==> src/sfam_defines.svh <==
`ifndef SFAM_DEFINES_SVH
`define SFAM_DEFINES_SVH
// register byte addresses on the apb slave
`define SFAM_A_CTRL      12'h000
`define SFAM_A_LIM_ICUR  12'h004
`define SFAM_A_LIM_VMAX  12'h008
`define SFAM_A_LIM_UCUR  12'h00C
`define SFAM_A_LIM_UVMAX 12'h010
`define SFAM_A_LIM_UVMIN 12'h014
`define SFAM_A_LIM_TEMP  12'h018
`define SFAM_A_LIM_LOWV  12'h01C
`define SFAM_A_STATUS    12'h020
`define SFAM_A_CMD       12'h024
// control register bit positions
`define SFAM_C_LOWV_EN   0
`define SFAM_C_OVHT_EN   1
`define SFAM_C_BRDG_EN   2
`define SFAM_C_MISS_EN   3
`define SFAM_C_STICKY    4
`define SFAM_C_USBRC_EN  5
`define SFAM_C_TEMP_EN   6
// command register bit: stop
`define SFAM_CMD_STOP    0
// limit and control reset values
`define SFAM_RST_ICUR    16'h0FA0
`define SFAM_RST_VMAX    16'hFFFF
`define SFAM_RST_UCUR    16'h01C2
`define SFAM_RST_UVMAX   16'h1450
`define SFAM_RST_UVMIN   16'h1068
`define SFAM_RST_TEMP    16'h0050
`define SFAM_RST_LOWV    16'h1F40
`define SFAM_RST_CTRL    7'h00
// usb reconnect pulse length in clock cycles
`define SFAM_USBRST_CYC  8'h10
`endif

==> src/sfam_pkg.sv <==
package sfam_pkg;
  // measured values from the converters
  typedef struct packed {
    logic [15:0] icur;
    logic [15:0] vin;
    logic [15:0] ucur;
    logic [15:0] uvolt;
    logic [15:0] temp;
  } sfam_meas_s;
  // discrete fault and motion inputs
  typedef struct packed {
    logic ovht;
    logic brdg;
    logic lsw_left;
    logic lsw_right;
    logic mov_left;
    logic mov_right;
    logic link_broken;
  } sfam_evt_s;
  typedef enum logic [1:0] {SFAM_IDLE, SFAM_ALARM} sfam_state_e;
  // cause bit indices in the status word
  typedef enum int {
    SFAM_K_ICUR_HI, SFAM_K_VIN_HI, SFAM_K_UCUR_HI, SFAM_K_UV_HI, SFAM_K_UV_LO,
    SFAM_K_TEMP_HI, SFAM_K_VIN_LO, SFAM_K_OVHT, SFAM_K_BRDG, SFAM_K_MISS, SFAM_K_N
  } sfam_cause_e;
endpackage

==> src/sfam_monitor.sv <==
// Contract
// any current, voltage or temperature out of range switches off every power output and raises the alarm.
// limits are held for input current, input voltage, usb current, usb max and min voltage and temperature, temperature only when measured.
// with low-voltage protection enabled, input voltage at or below its threshold raises the alarm.
// with overheat shutdown enabled, a driver overheat indication raises the alarm and turns off the driver.
// with bridge-fault option enabled, the driver malfunction signal raises the alarm and turns off the driver.
// with edge-misset enabled, the right switch while moving left or left switch while moving right raises the alarm.
// without sticky mode the alarm clears by itself once its cause is gone.
// in sticky mode alarm and cause stay latched until the host issues a stop command.
// with usb reconnect enabled, a broken host link resets the usb link.
// a readable status shows alarm active, its cause and whether the value was below or above its limit.
`timescale 1ns/1ps
`include "sfam_defines.svh"
module sfam_monitor
  import sfam_pkg::*;
#(
  parameter int LW = 16
)(
  // clock and reset
  input  wire logic             CLK_SYS,
  input  wire logic             RST,
  // apb slave
  input  wire logic             PSEL,
  input  wire logic             PENABLE,
  input  wire logic             PWRITE,
  input  wire logic [11:0]      PADDR,
  input  wire logic [31:0]      PWDATA,
  output logic      [31:0]      PRDATA,
  output logic                  PREADY,
  output logic                  PSLVERR,
  // monitored quantities and events
  input  wire sfam_meas_s       MEAS,
  input  wire sfam_evt_s        EVT,
  // protection outputs
  output logic                  PWR_EN,
  output logic                  DRV_EN,
  output logic                  ALARM,
  output logic                  USB_LINK_RST
);
  localparam int NC = SFAM_K_N;

  // register state
  logic [6:0]    ctrl_r, ctrl_nxt;
  // limits indexed by word offset minus one: entry 0 is the input current limit
  logic [LW-1:0] lim_r [7];
  logic [LW-1:0] lim_nxt [7];
  logic [NC-1:0] cause_r, cause_nxt, live;
  sfam_state_e   st_r, st_nxt;
  logic [31:0]   prdata_r, prdata_nxt;
  logic          pready_r, pready_nxt, pslverr_r, pslverr_nxt;
  logic          pwr_r, pwr_nxt, drv_r, drv_nxt;
  logic [7:0]    urst_cnt_r, urst_cnt_nxt;
  logic          link_prev_r, link_prev_nxt;
  logic          alarm_r, alarm_nxt;
  logic          usb_rst_r, usb_rst_nxt;
  logic          stop_cmd, acc, wr, hit;

  // a transfer is taken once, on its access edge; the ready cycle after it is ignored
  assign acc = PSEL && PENABLE && !pready_r;
  assign wr  = acc && PWRITE;
  assign stop_cmd = wr && PADDR == `SFAM_A_CMD && PWDATA[`SFAM_CMD_STOP];

  // live fault conditions; temperature, low voltage and the event faults are gated by their options
  // a value sitting exactly on a max or min limit is still good; low voltage trips at its threshold
  always_comb
  begin
    live = '0;
    live[SFAM_K_ICUR_HI] = MEAS.icur  > lim_r[0];
    live[SFAM_K_VIN_HI]  = MEAS.vin   > lim_r[1];
    live[SFAM_K_UCUR_HI] = MEAS.ucur  > lim_r[2];
    live[SFAM_K_UV_HI]   = MEAS.uvolt > lim_r[3];
    live[SFAM_K_UV_LO]   = MEAS.uvolt < lim_r[4];
    live[SFAM_K_TEMP_HI] = ctrl_r[`SFAM_C_TEMP_EN] && MEAS.temp > lim_r[5];
    live[SFAM_K_VIN_LO]  = ctrl_r[`SFAM_C_LOWV_EN] && MEAS.vin <= lim_r[6];
    live[SFAM_K_OVHT]    = ctrl_r[`SFAM_C_OVHT_EN] && EVT.ovht;
    live[SFAM_K_BRDG]    = ctrl_r[`SFAM_C_BRDG_EN] && EVT.brdg;
    live[SFAM_K_MISS]    = ctrl_r[`SFAM_C_MISS_EN] &&
                           ((EVT.lsw_right && EVT.mov_left) || (EVT.lsw_left && EVT.mov_right));
  end

  // alarm state and cause; a fault present in the stop cycle re-latches, so it is never lost
  always_comb
  begin
    cause_nxt = cause_r;
    st_nxt    = st_r;
    if (ctrl_r[`SFAM_C_STICKY])
    begin
      cause_nxt = (stop_cmd ? '0 : cause_r) | live;
    end
    else
    begin
      cause_nxt = live;
    end
    st_nxt = (cause_nxt != '0) ? SFAM_ALARM : SFAM_IDLE;
    // power outputs off while alarmed; registered from the next state so they change on the same edge as the state
    pwr_nxt = (st_nxt == SFAM_IDLE);
    drv_nxt = (st_nxt == SFAM_IDLE);                                         // see R4
    // alarm pin registered from the next state so it lines up with the enables
    alarm_nxt = (st_nxt == SFAM_ALARM);
  end

  // usb reconnect: a rising edge of link-broken starts a fixed reset pulse
  always_comb
  begin
    link_prev_nxt = EVT.link_broken;
    urst_cnt_nxt  = (urst_cnt_r != 8'h00) ? urst_cnt_r - 8'h01 : 8'h00;
    if (ctrl_r[`SFAM_C_USBRC_EN] && EVT.link_broken && !link_prev_r)
    begin
      urst_cnt_nxt = `SFAM_USBRST_CYC;
    end
    // only an edge restarts the link; a link that stays broken is reset once
    usb_rst_nxt = (urst_cnt_nxt != 8'h00);
  end

  // apb register file; answers in the access cycle's first edge
  always_comb
  begin
    ctrl_nxt    = ctrl_r;
    lim_nxt     = lim_r;
    prdata_nxt  = prdata_r;
    pready_nxt  = acc;
    pslverr_nxt = 1'b0;
    // unmapped offsets answer with an error and change nothing
    hit         = 1'b1;
    if (acc)
    begin
      prdata_nxt = 32'h0000_0000;
      unique case (PADDR)
        `SFAM_A_CTRL:
        begin
          if (PWRITE) ctrl_nxt = PWDATA[6:0];
          prdata_nxt = {25'h0, ctrl_r};
        end
        `SFAM_A_LIM_ICUR, `SFAM_A_LIM_VMAX, `SFAM_A_LIM_UCUR, `SFAM_A_LIM_UVMAX,
        `SFAM_A_LIM_UVMIN, `SFAM_A_LIM_TEMP, `SFAM_A_LIM_LOWV:
        begin
          if (PWRITE) lim_nxt[PADDR[4:2] - 3'h1] = PWDATA[LW-1:0];
          prdata_nxt[LW-1:0] = lim_r[PADDR[4:2] - 3'h1];
        end
        `SFAM_A_STATUS:
          prdata_nxt = {15'h0, st_r == SFAM_ALARM, 6'h0, cause_r};
        `SFAM_A_CMD:
          prdata_nxt = 32'h0000_0000;
        default:
          hit = 1'b0;
      endcase
      pslverr_nxt = !hit;
    end
  end

  // fault state registers; reset keeps every power output off until the first clean edge
  always_ff @(posedge CLK_SYS or posedge RST)
  begin
    if (RST)
    begin
      cause_r <= '0;
      st_r    <= SFAM_IDLE;
      alarm_r <= 1'b0;
      pwr_r   <= 1'b0;
      drv_r   <= 1'b0;
    end
    else
    begin
      cause_r <= cause_nxt;
      st_r    <= st_nxt;
      alarm_r <= alarm_nxt;
      pwr_r   <= pwr_nxt;
      drv_r   <= drv_nxt;
    end
  end

  // usb reconnect registers
  always_ff @(posedge CLK_SYS or posedge RST)
  begin
    if (RST)
    begin
      urst_cnt_r  <= 8'h00;
      link_prev_r <= 1'b0;
      usb_rst_r   <= 1'b0;
    end
    else
    begin
      urst_cnt_r  <= urst_cnt_nxt;
      link_prev_r <= link_prev_nxt;
      usb_rst_r   <= usb_rst_nxt;
    end
  end

  // apb register file registers
  always_ff @(posedge CLK_SYS or posedge RST)
  begin
    if (RST)
    begin
      ctrl_r    <= `SFAM_RST_CTRL;
      lim_r[0]  <= `SFAM_RST_ICUR;
      lim_r[1]  <= `SFAM_RST_VMAX;
      lim_r[2]  <= `SFAM_RST_UCUR;
      lim_r[3]  <= `SFAM_RST_UVMAX;
      lim_r[4]  <= `SFAM_RST_UVMIN;
      lim_r[5]  <= `SFAM_RST_TEMP;
      lim_r[6]  <= `SFAM_RST_LOWV;
      prdata_r  <= 32'h0000_0000;
      pready_r  <= 1'b0;
      pslverr_r <= 1'b0;
    end
    else
    begin
      ctrl_r    <= ctrl_nxt;
      lim_r     <= lim_nxt;
      prdata_r  <= prdata_nxt;
      pready_r  <= pready_nxt;
      pslverr_r <= pslverr_nxt;
    end
  end

  // outputs straight from flops
  assign PRDATA       = prdata_r;
  assign PREADY       = pready_r;
  assign PSLVERR      = pslverr_r;
  assign PWR_EN       = pwr_r;
  assign DRV_EN       = drv_r;
  assign ALARM        = alarm_r;
  assign USB_LINK_RST = usb_rst_r;
endmodule

==> config.mk <==
export PLATFORM = sky130hd
export DESIGN_NAME = sfam_monitor
export DESIGN_NICKNAME = d
export VERILOG_FILES = /design/src/sfam_pkg.sv /design/src/sfam_monitor.sv
export VERILOG_INCLUDE_DIRS = /design/src /design/src/src
export SDC_FILE = /design/constraint.sdc
export NUM_CORES = 1
export LEC_CHECK = 0
export ABC_AREA = 1
export BUFFER_PORTS_ARGS = -buffer_cell sky130_fd_sc_hd__buf_4
export CAP_MARGIN = 20
export CORE_ASPECT_RATIO = 1.1
export CORE_MARGIN = 4
export CORE_UTILIZATION = 55
export CTS_CLUSTER_SIZE = 28
export DETAILED_ROUTE_END_ITERATION = 6
export PLACE_DENSITY = 0.75
export SLEW_MARGIN = 5
export SYNTH_ARGS = -nofsm -noshare
export SYNTH_HDL_FRONTEND = slang
export SYNTH_SLANG_ARGS = --single-unit
==> constraint.sdc <==
create_clock -name CLK_SYS -period 6.4 [get_ports CLK_SYS]
set_input_delay 1.28 -clock CLK_SYS [delete_from_list [all_inputs] [get_ports CLK_SYS]]
set_output_delay 1.28 -clock CLK_SYS [all_outputs]
set_load 0.01 [all_outputs]
# Yosys cells after proc, flatten, opt, wreduce, memory -nomap -nowiden
# Cells that the tools add are included.
# Widths: inputs -> output; s select.
[totals]
reg_bits = 176
[op_classes]
bitwise = 2
addsub = 2
muxes = 16
order_cmp = 9
reduce_logical = 28
n_eq_ne = 11
[op_table]
columns = ["cell", "n"]
rows = [
  ["$bwmux 112", 1],
  ["$gt 16x16->1", 5],
  ["$bmux 16 s3", 1],
  ["$demux 16 s3", 1],
  ["$eq 12x5->1 const B", 4],
  ["$mux 16", 3],
  ["$pmux 16 s3", 1],
  ["$eq 12x4->1 const B", 2],
  ["$eq 12x6->1 const B", 2],
  ["$mux 10", 2],
  ["$le 16x16->1", 1],
  ["$lt 16x16->1", 1],
  ["$mux 8", 2],
  ["$reduce_bool 8->1", 2],
  ["$logic_and 1x1->1", 15],
  ["$eq 12x3->1 const B", 1],
  ["$logic_not 12->1", 1],
  ["$or 10x10->10", 1],
  ["$reduce_bool 10->1", 1],
  ["$reduce_or 10->1", 1],
  ["$sub 8x1->8 const B", 1],
  ["$reduce_or 7->1", 1],
  ["$reduce_and 3->1", 2],
  ["$mux 1", 5],
  ["other kinds (8)", 11],
]

# Longest topological paths before layout
[logic_depth]
word_depth = 11
ltp_mapped = 16
ltp_nobuf = 16

# Worst setup path after synthesis
# Ideal clock, no wire load.
[synth_path]
kind = "input to register"
from = "input port PADDR[2]"
to = "register prdata_r[3] (netlist: PRDATA[3])"
t_arrival_ns = 2.871
slack_ns = 3.411
n_path_buf = 2
path_stages = 15
setup_time_ns = 0.118
path_cell_list = "inv_1 clkbuf_1 ha_1 inv_1 nand2_1 nand2_2 nor2_1 nand2_1 buf_2 o22ai_1 nor2_1 nand3_1 nand2_1 nand2_1 nand2_1"
[synth_via]
elab_chain_cells = 6
word_cells_on_any_way = 16
cone_classes = "add/sub (1); eq/ne (8); mux (4); bitwise (1); reduce/logical (2)"
[synth_rtl]
columns = ["item", "line_no", "rtl"]
rows = [
  ["start, declared", "sfam_monitor.sv:26", "input wire logic [11:0] PADDR,"],
  ["$sub 3x1->3", "sfam_monitor.sv:138", "prdata_nxt[LW-1:0] = lim_r[PADDR[4:2] - 3'h1];"],
  ["$not 3->4 (implied by the code)", "sfam_monitor.sv:138", ""],
  ["$bmux 16 s3", "sfam_monitor.sv:138", ""],
  ["$mux 16 (implied by the code) (2 in series)", "sfam_monitor.sv:138", ""],
  ["$pmux 16 s3 (*)", "sfam_monitor.sv:128", "unique case (PADDR)"],
  ["end signal, assigned", "sfam_monitor.sv:210", "prdata_r <= prdata_nxt;"],
  ["end, declared", "sfam_monitor.sv:49", "logic [31:0] prdata_r, prdata_nxt;"],
]
# Every way passes the cells marked *; elsewhere a longest branch is shown, timed or not. The select of a mux whose other input is x is not followed.
# A chain may end at the register's enable or synchronous reset.

# Final worst setup path
[layout_path]
from = "input port PADDR[2]"
to = "register prdata_r[9] (netlist: PRDATA[9])"
# The elaborated chain is that of the path after synthesis.

==> reports/metrics.cfg <==
[detailed_routing]
drc=0
drt_pass1_iterations=5
ant_nets=0
wire_per_inst_um=15.9
vias_per_cell=5.34
via_count=9327
drtIter0Drc=861
routed_wl_um=27800

[setup_path]
worstPathArrival_ns=4.19
max_stage_delay_ns=0.50
r2r_start=PREADY
crit_slowest_cell=ha_1
crit_path_start=PADDR[2]
crit_path_end_kind=register
path_cells=buf_4 -> inv_1 -> ha_1 -> inv_1 -> nor2_1 -> nand2_1 -> o22ai_1 -> nor2_1 -> nand3_1 -> nand2_1 -> nand2_1 -> nand2_1
crit_fanout=41
required_ns=6.73
critical_path_class=in -> reg
crit_top_cell=nand2_1
crit_buf_inv=3
crit_family=simple AND/OR/NAND/NOR gates
cp-start-kind=input pin

[job]
timing.max_cap.violations=0

[cts]
cts_tree=yes
cts_inserted_buffers=17
cts-root-buf=clkbuf_16
postCtsSetupBuffers=0
h-tree-depth=4
clock_latency_ns=0.44
cts_max_path_buffers=2
cts_sinks=160
clk_pin_slew_ns=0.07
cts_hold_buf=0
cts_resized=0

[floorplan]
row_count=52
core_area_um2=18500
dieArea_um2=21100
start_util_pct=56.1
die_h_um=152
ios=174
die_w_um=139

[finish]
nets=1744
area_delta_synth_final_pct=17.0
antennaDiodeCount=0
fin_cells=1746
drive_gt1_share_pct=15.8
fillers=1611

[sta]
finalCritPeriodShare_pct=60.3
setup_violations=0
rsz0062_at_grt=no
clock.fmax_mhz=259
worst_pin_slew_ns=1.08
slew_violations=0
worst_hold_slack_ns=0.448
finClkSkew_ns=0.00535
post-route-min-period_ns=3.86
hold_viol=0
final.setup.tns_ns=0
max_slew_margin_pct=27.5

[synthesis]
synth-seq-cells=160
synth_top_cell_area_share_pct=28.5
yosysUniqueCellTypes=38
yosys.area.top_type=dfrtp_1
async_flop_share_pct=100
yosys_warnings=0
synth_top_cells_by_area=dfrtp_1, ha_1, nand2_1
yosys-top-cells-count=nand2_1, inv_1, o21ai_0
synth_most_common_cell=nand2_1
postSynthCellCount=1363
ys_seq_area_share_pct=39.1
synth.avg_cell_area_um2=7.60
synth_flop_cell=dfrtp_1
synth_edf_count=0
netlist_area_um2=10400

[global_route]
antenna_found_initial=0
grt_max_degree=99
grt_pass1_wl_um=45300
grt_pass1_vias=8957
grt_overflow=0
grt_use_total_pct=26.6

[placed_design]
dp_hpwl_um=21400
finalWeightedCongestion=0.867
place_inst=1714
io_buffers=142

[run_status]
outcome=finished clean

[power_and_ir_drop]
peakVddDrop_mv=0.185
cellLeakagePower_nw=5.92
clock_power_share_pct=41.9
switching_share_pct=29.0
seqPwrFrac_pct=42.5
total_power_w=0.00251
p_sw_w=0.000728
power.internal_w=0.00178
comb_power_share_pct=15.6
p_per_area_nw_per_um2=207

[min_path]
hold_path.class=reg -> reg
hold_start=urst_cnt_r[0]

[path summary, 6_finish.rpt]
check                                endpoint  slack, ns  depth (start not counted)
worst min register to register  urst_cnt_r[0]       0.45                          1
worst max-delay path                PRDATA[9]       2.54                         12
worst max register to register          ALARM       3.29                         10
max in group asynchronous            lim_r[7]       4.08                          3
min in group asynchronous           lim_r[28]       1.00                          2
worst min-delay path            urst_cnt_r[0]       0.45                          1
[through the flow]
step           utilization (%)  worst slack [ns]  area, µm²
2_1_floorplan                -             0.870      10400
3_3_place_gp              62.4              2.20      11500
3_5_place_dp              62.4              2.16      11500
4_1_cts                   65.6              2.61      12100
5_1_grt                   65.6              2.26      12100
6_report                  65.6              2.54      12100
[sequential cells by signal, summed over array words and instances, names as in the netlist]
| register | flops |
|---|---|
| ALARM | 1 |
| DRV_EN | 1 |
| PRDATA | 17 |
| PREADY | 1 |
| PSLVERR | 1 |
| USB_LINK_RST | 1 |
| cause_r | 10 |
| ctrl_r | 7 |
| lim_r | 112 |
| link_prev_r | 1 |
| urst_cnt_r | 8 |
[metal layers]
metal	GRT usage [%]	share of wire [%]
met3	4.56	6.6
met5	0	0
met1	35.7	43
met2	43.5	47
met4	9.74	3.4
[power by group through the flow]
stage / registers (W) / logic, W / clock network (W)
final: 0.00107 / 0.000393 / 0.00105
after global routing: 0.00107 / 0.000449 / 0.00111
after CTS: 0.00107 / 0.000394 / 0.00106
after detailed placement: 0.00108 / 0.000390 / 0
after global placement: 0.00108 / 0.000379 / 0
after floorplan: 0.00108 / 0.000250 / 0
[cell usage in the layout (no fill, tap or decap), types with 2 or more instances in the layout]
cell	netlist	final
ha_1	118	118
inv_6	0	7
clkinvlp_4	0	2
nand2_2	2	2
buf_4	17	149
bufinv_16	0	2
nor3_1	10	10
nand3_1	37	37
a21oi_1	66	66
xor2_1	2	2
o21ai_2	6	6
nand2_1	368	368
clkbuf_16	0	17
xnor2_1	2	2
clkinv_4	0	2
dfstp_2	42	42
o21a_1	4	4
conb_1	1	15
nor2_1	96	96
nand4_1	14	14
o31ai_1	6	6
inv_8	0	2
nand4_4	2	2
a21boi_1	2	2
o22ai_1	22	22
a21boi_0	3	3
dfrtp_1	118	118
o21ai_0	153	153
o21bai_1	2	2
inv_1	209	208
nor4_1	4	4
a22o_1	5	5
clkinv_1	2	2
o21ai_1	5	5
[cell families after synthesis]
| logic type | count (synthesis) | synth area share (%) |
|---|---|---|
| fa+ha+maj | 118 | 14.2 |
| xor+xnor | 4 | 0.338 |
| buf+inv | 267 | 10.8 |
| other cells | 1 | 0.0362 |
| flops | 160 | 39.1 |
| compound gates | 278 | 14.6 |
| simple gates | 535 | 20.9 |
[area by class of cell]
class                           count  area, µm²  share of cell area, %
Clock inverter                     15        173                   1.42
Tap cell                          243        304                   2.51
Inverter                          212        801                   6.61
Clock buffer                       17        425                   3.51
Sequential cell                   160       4060                   33.5
Timing Repair Buffer              149       1120                   9.23
Multi-Input combinational cell    950       5240                   43.3
(Power assumes the default switching activity.)
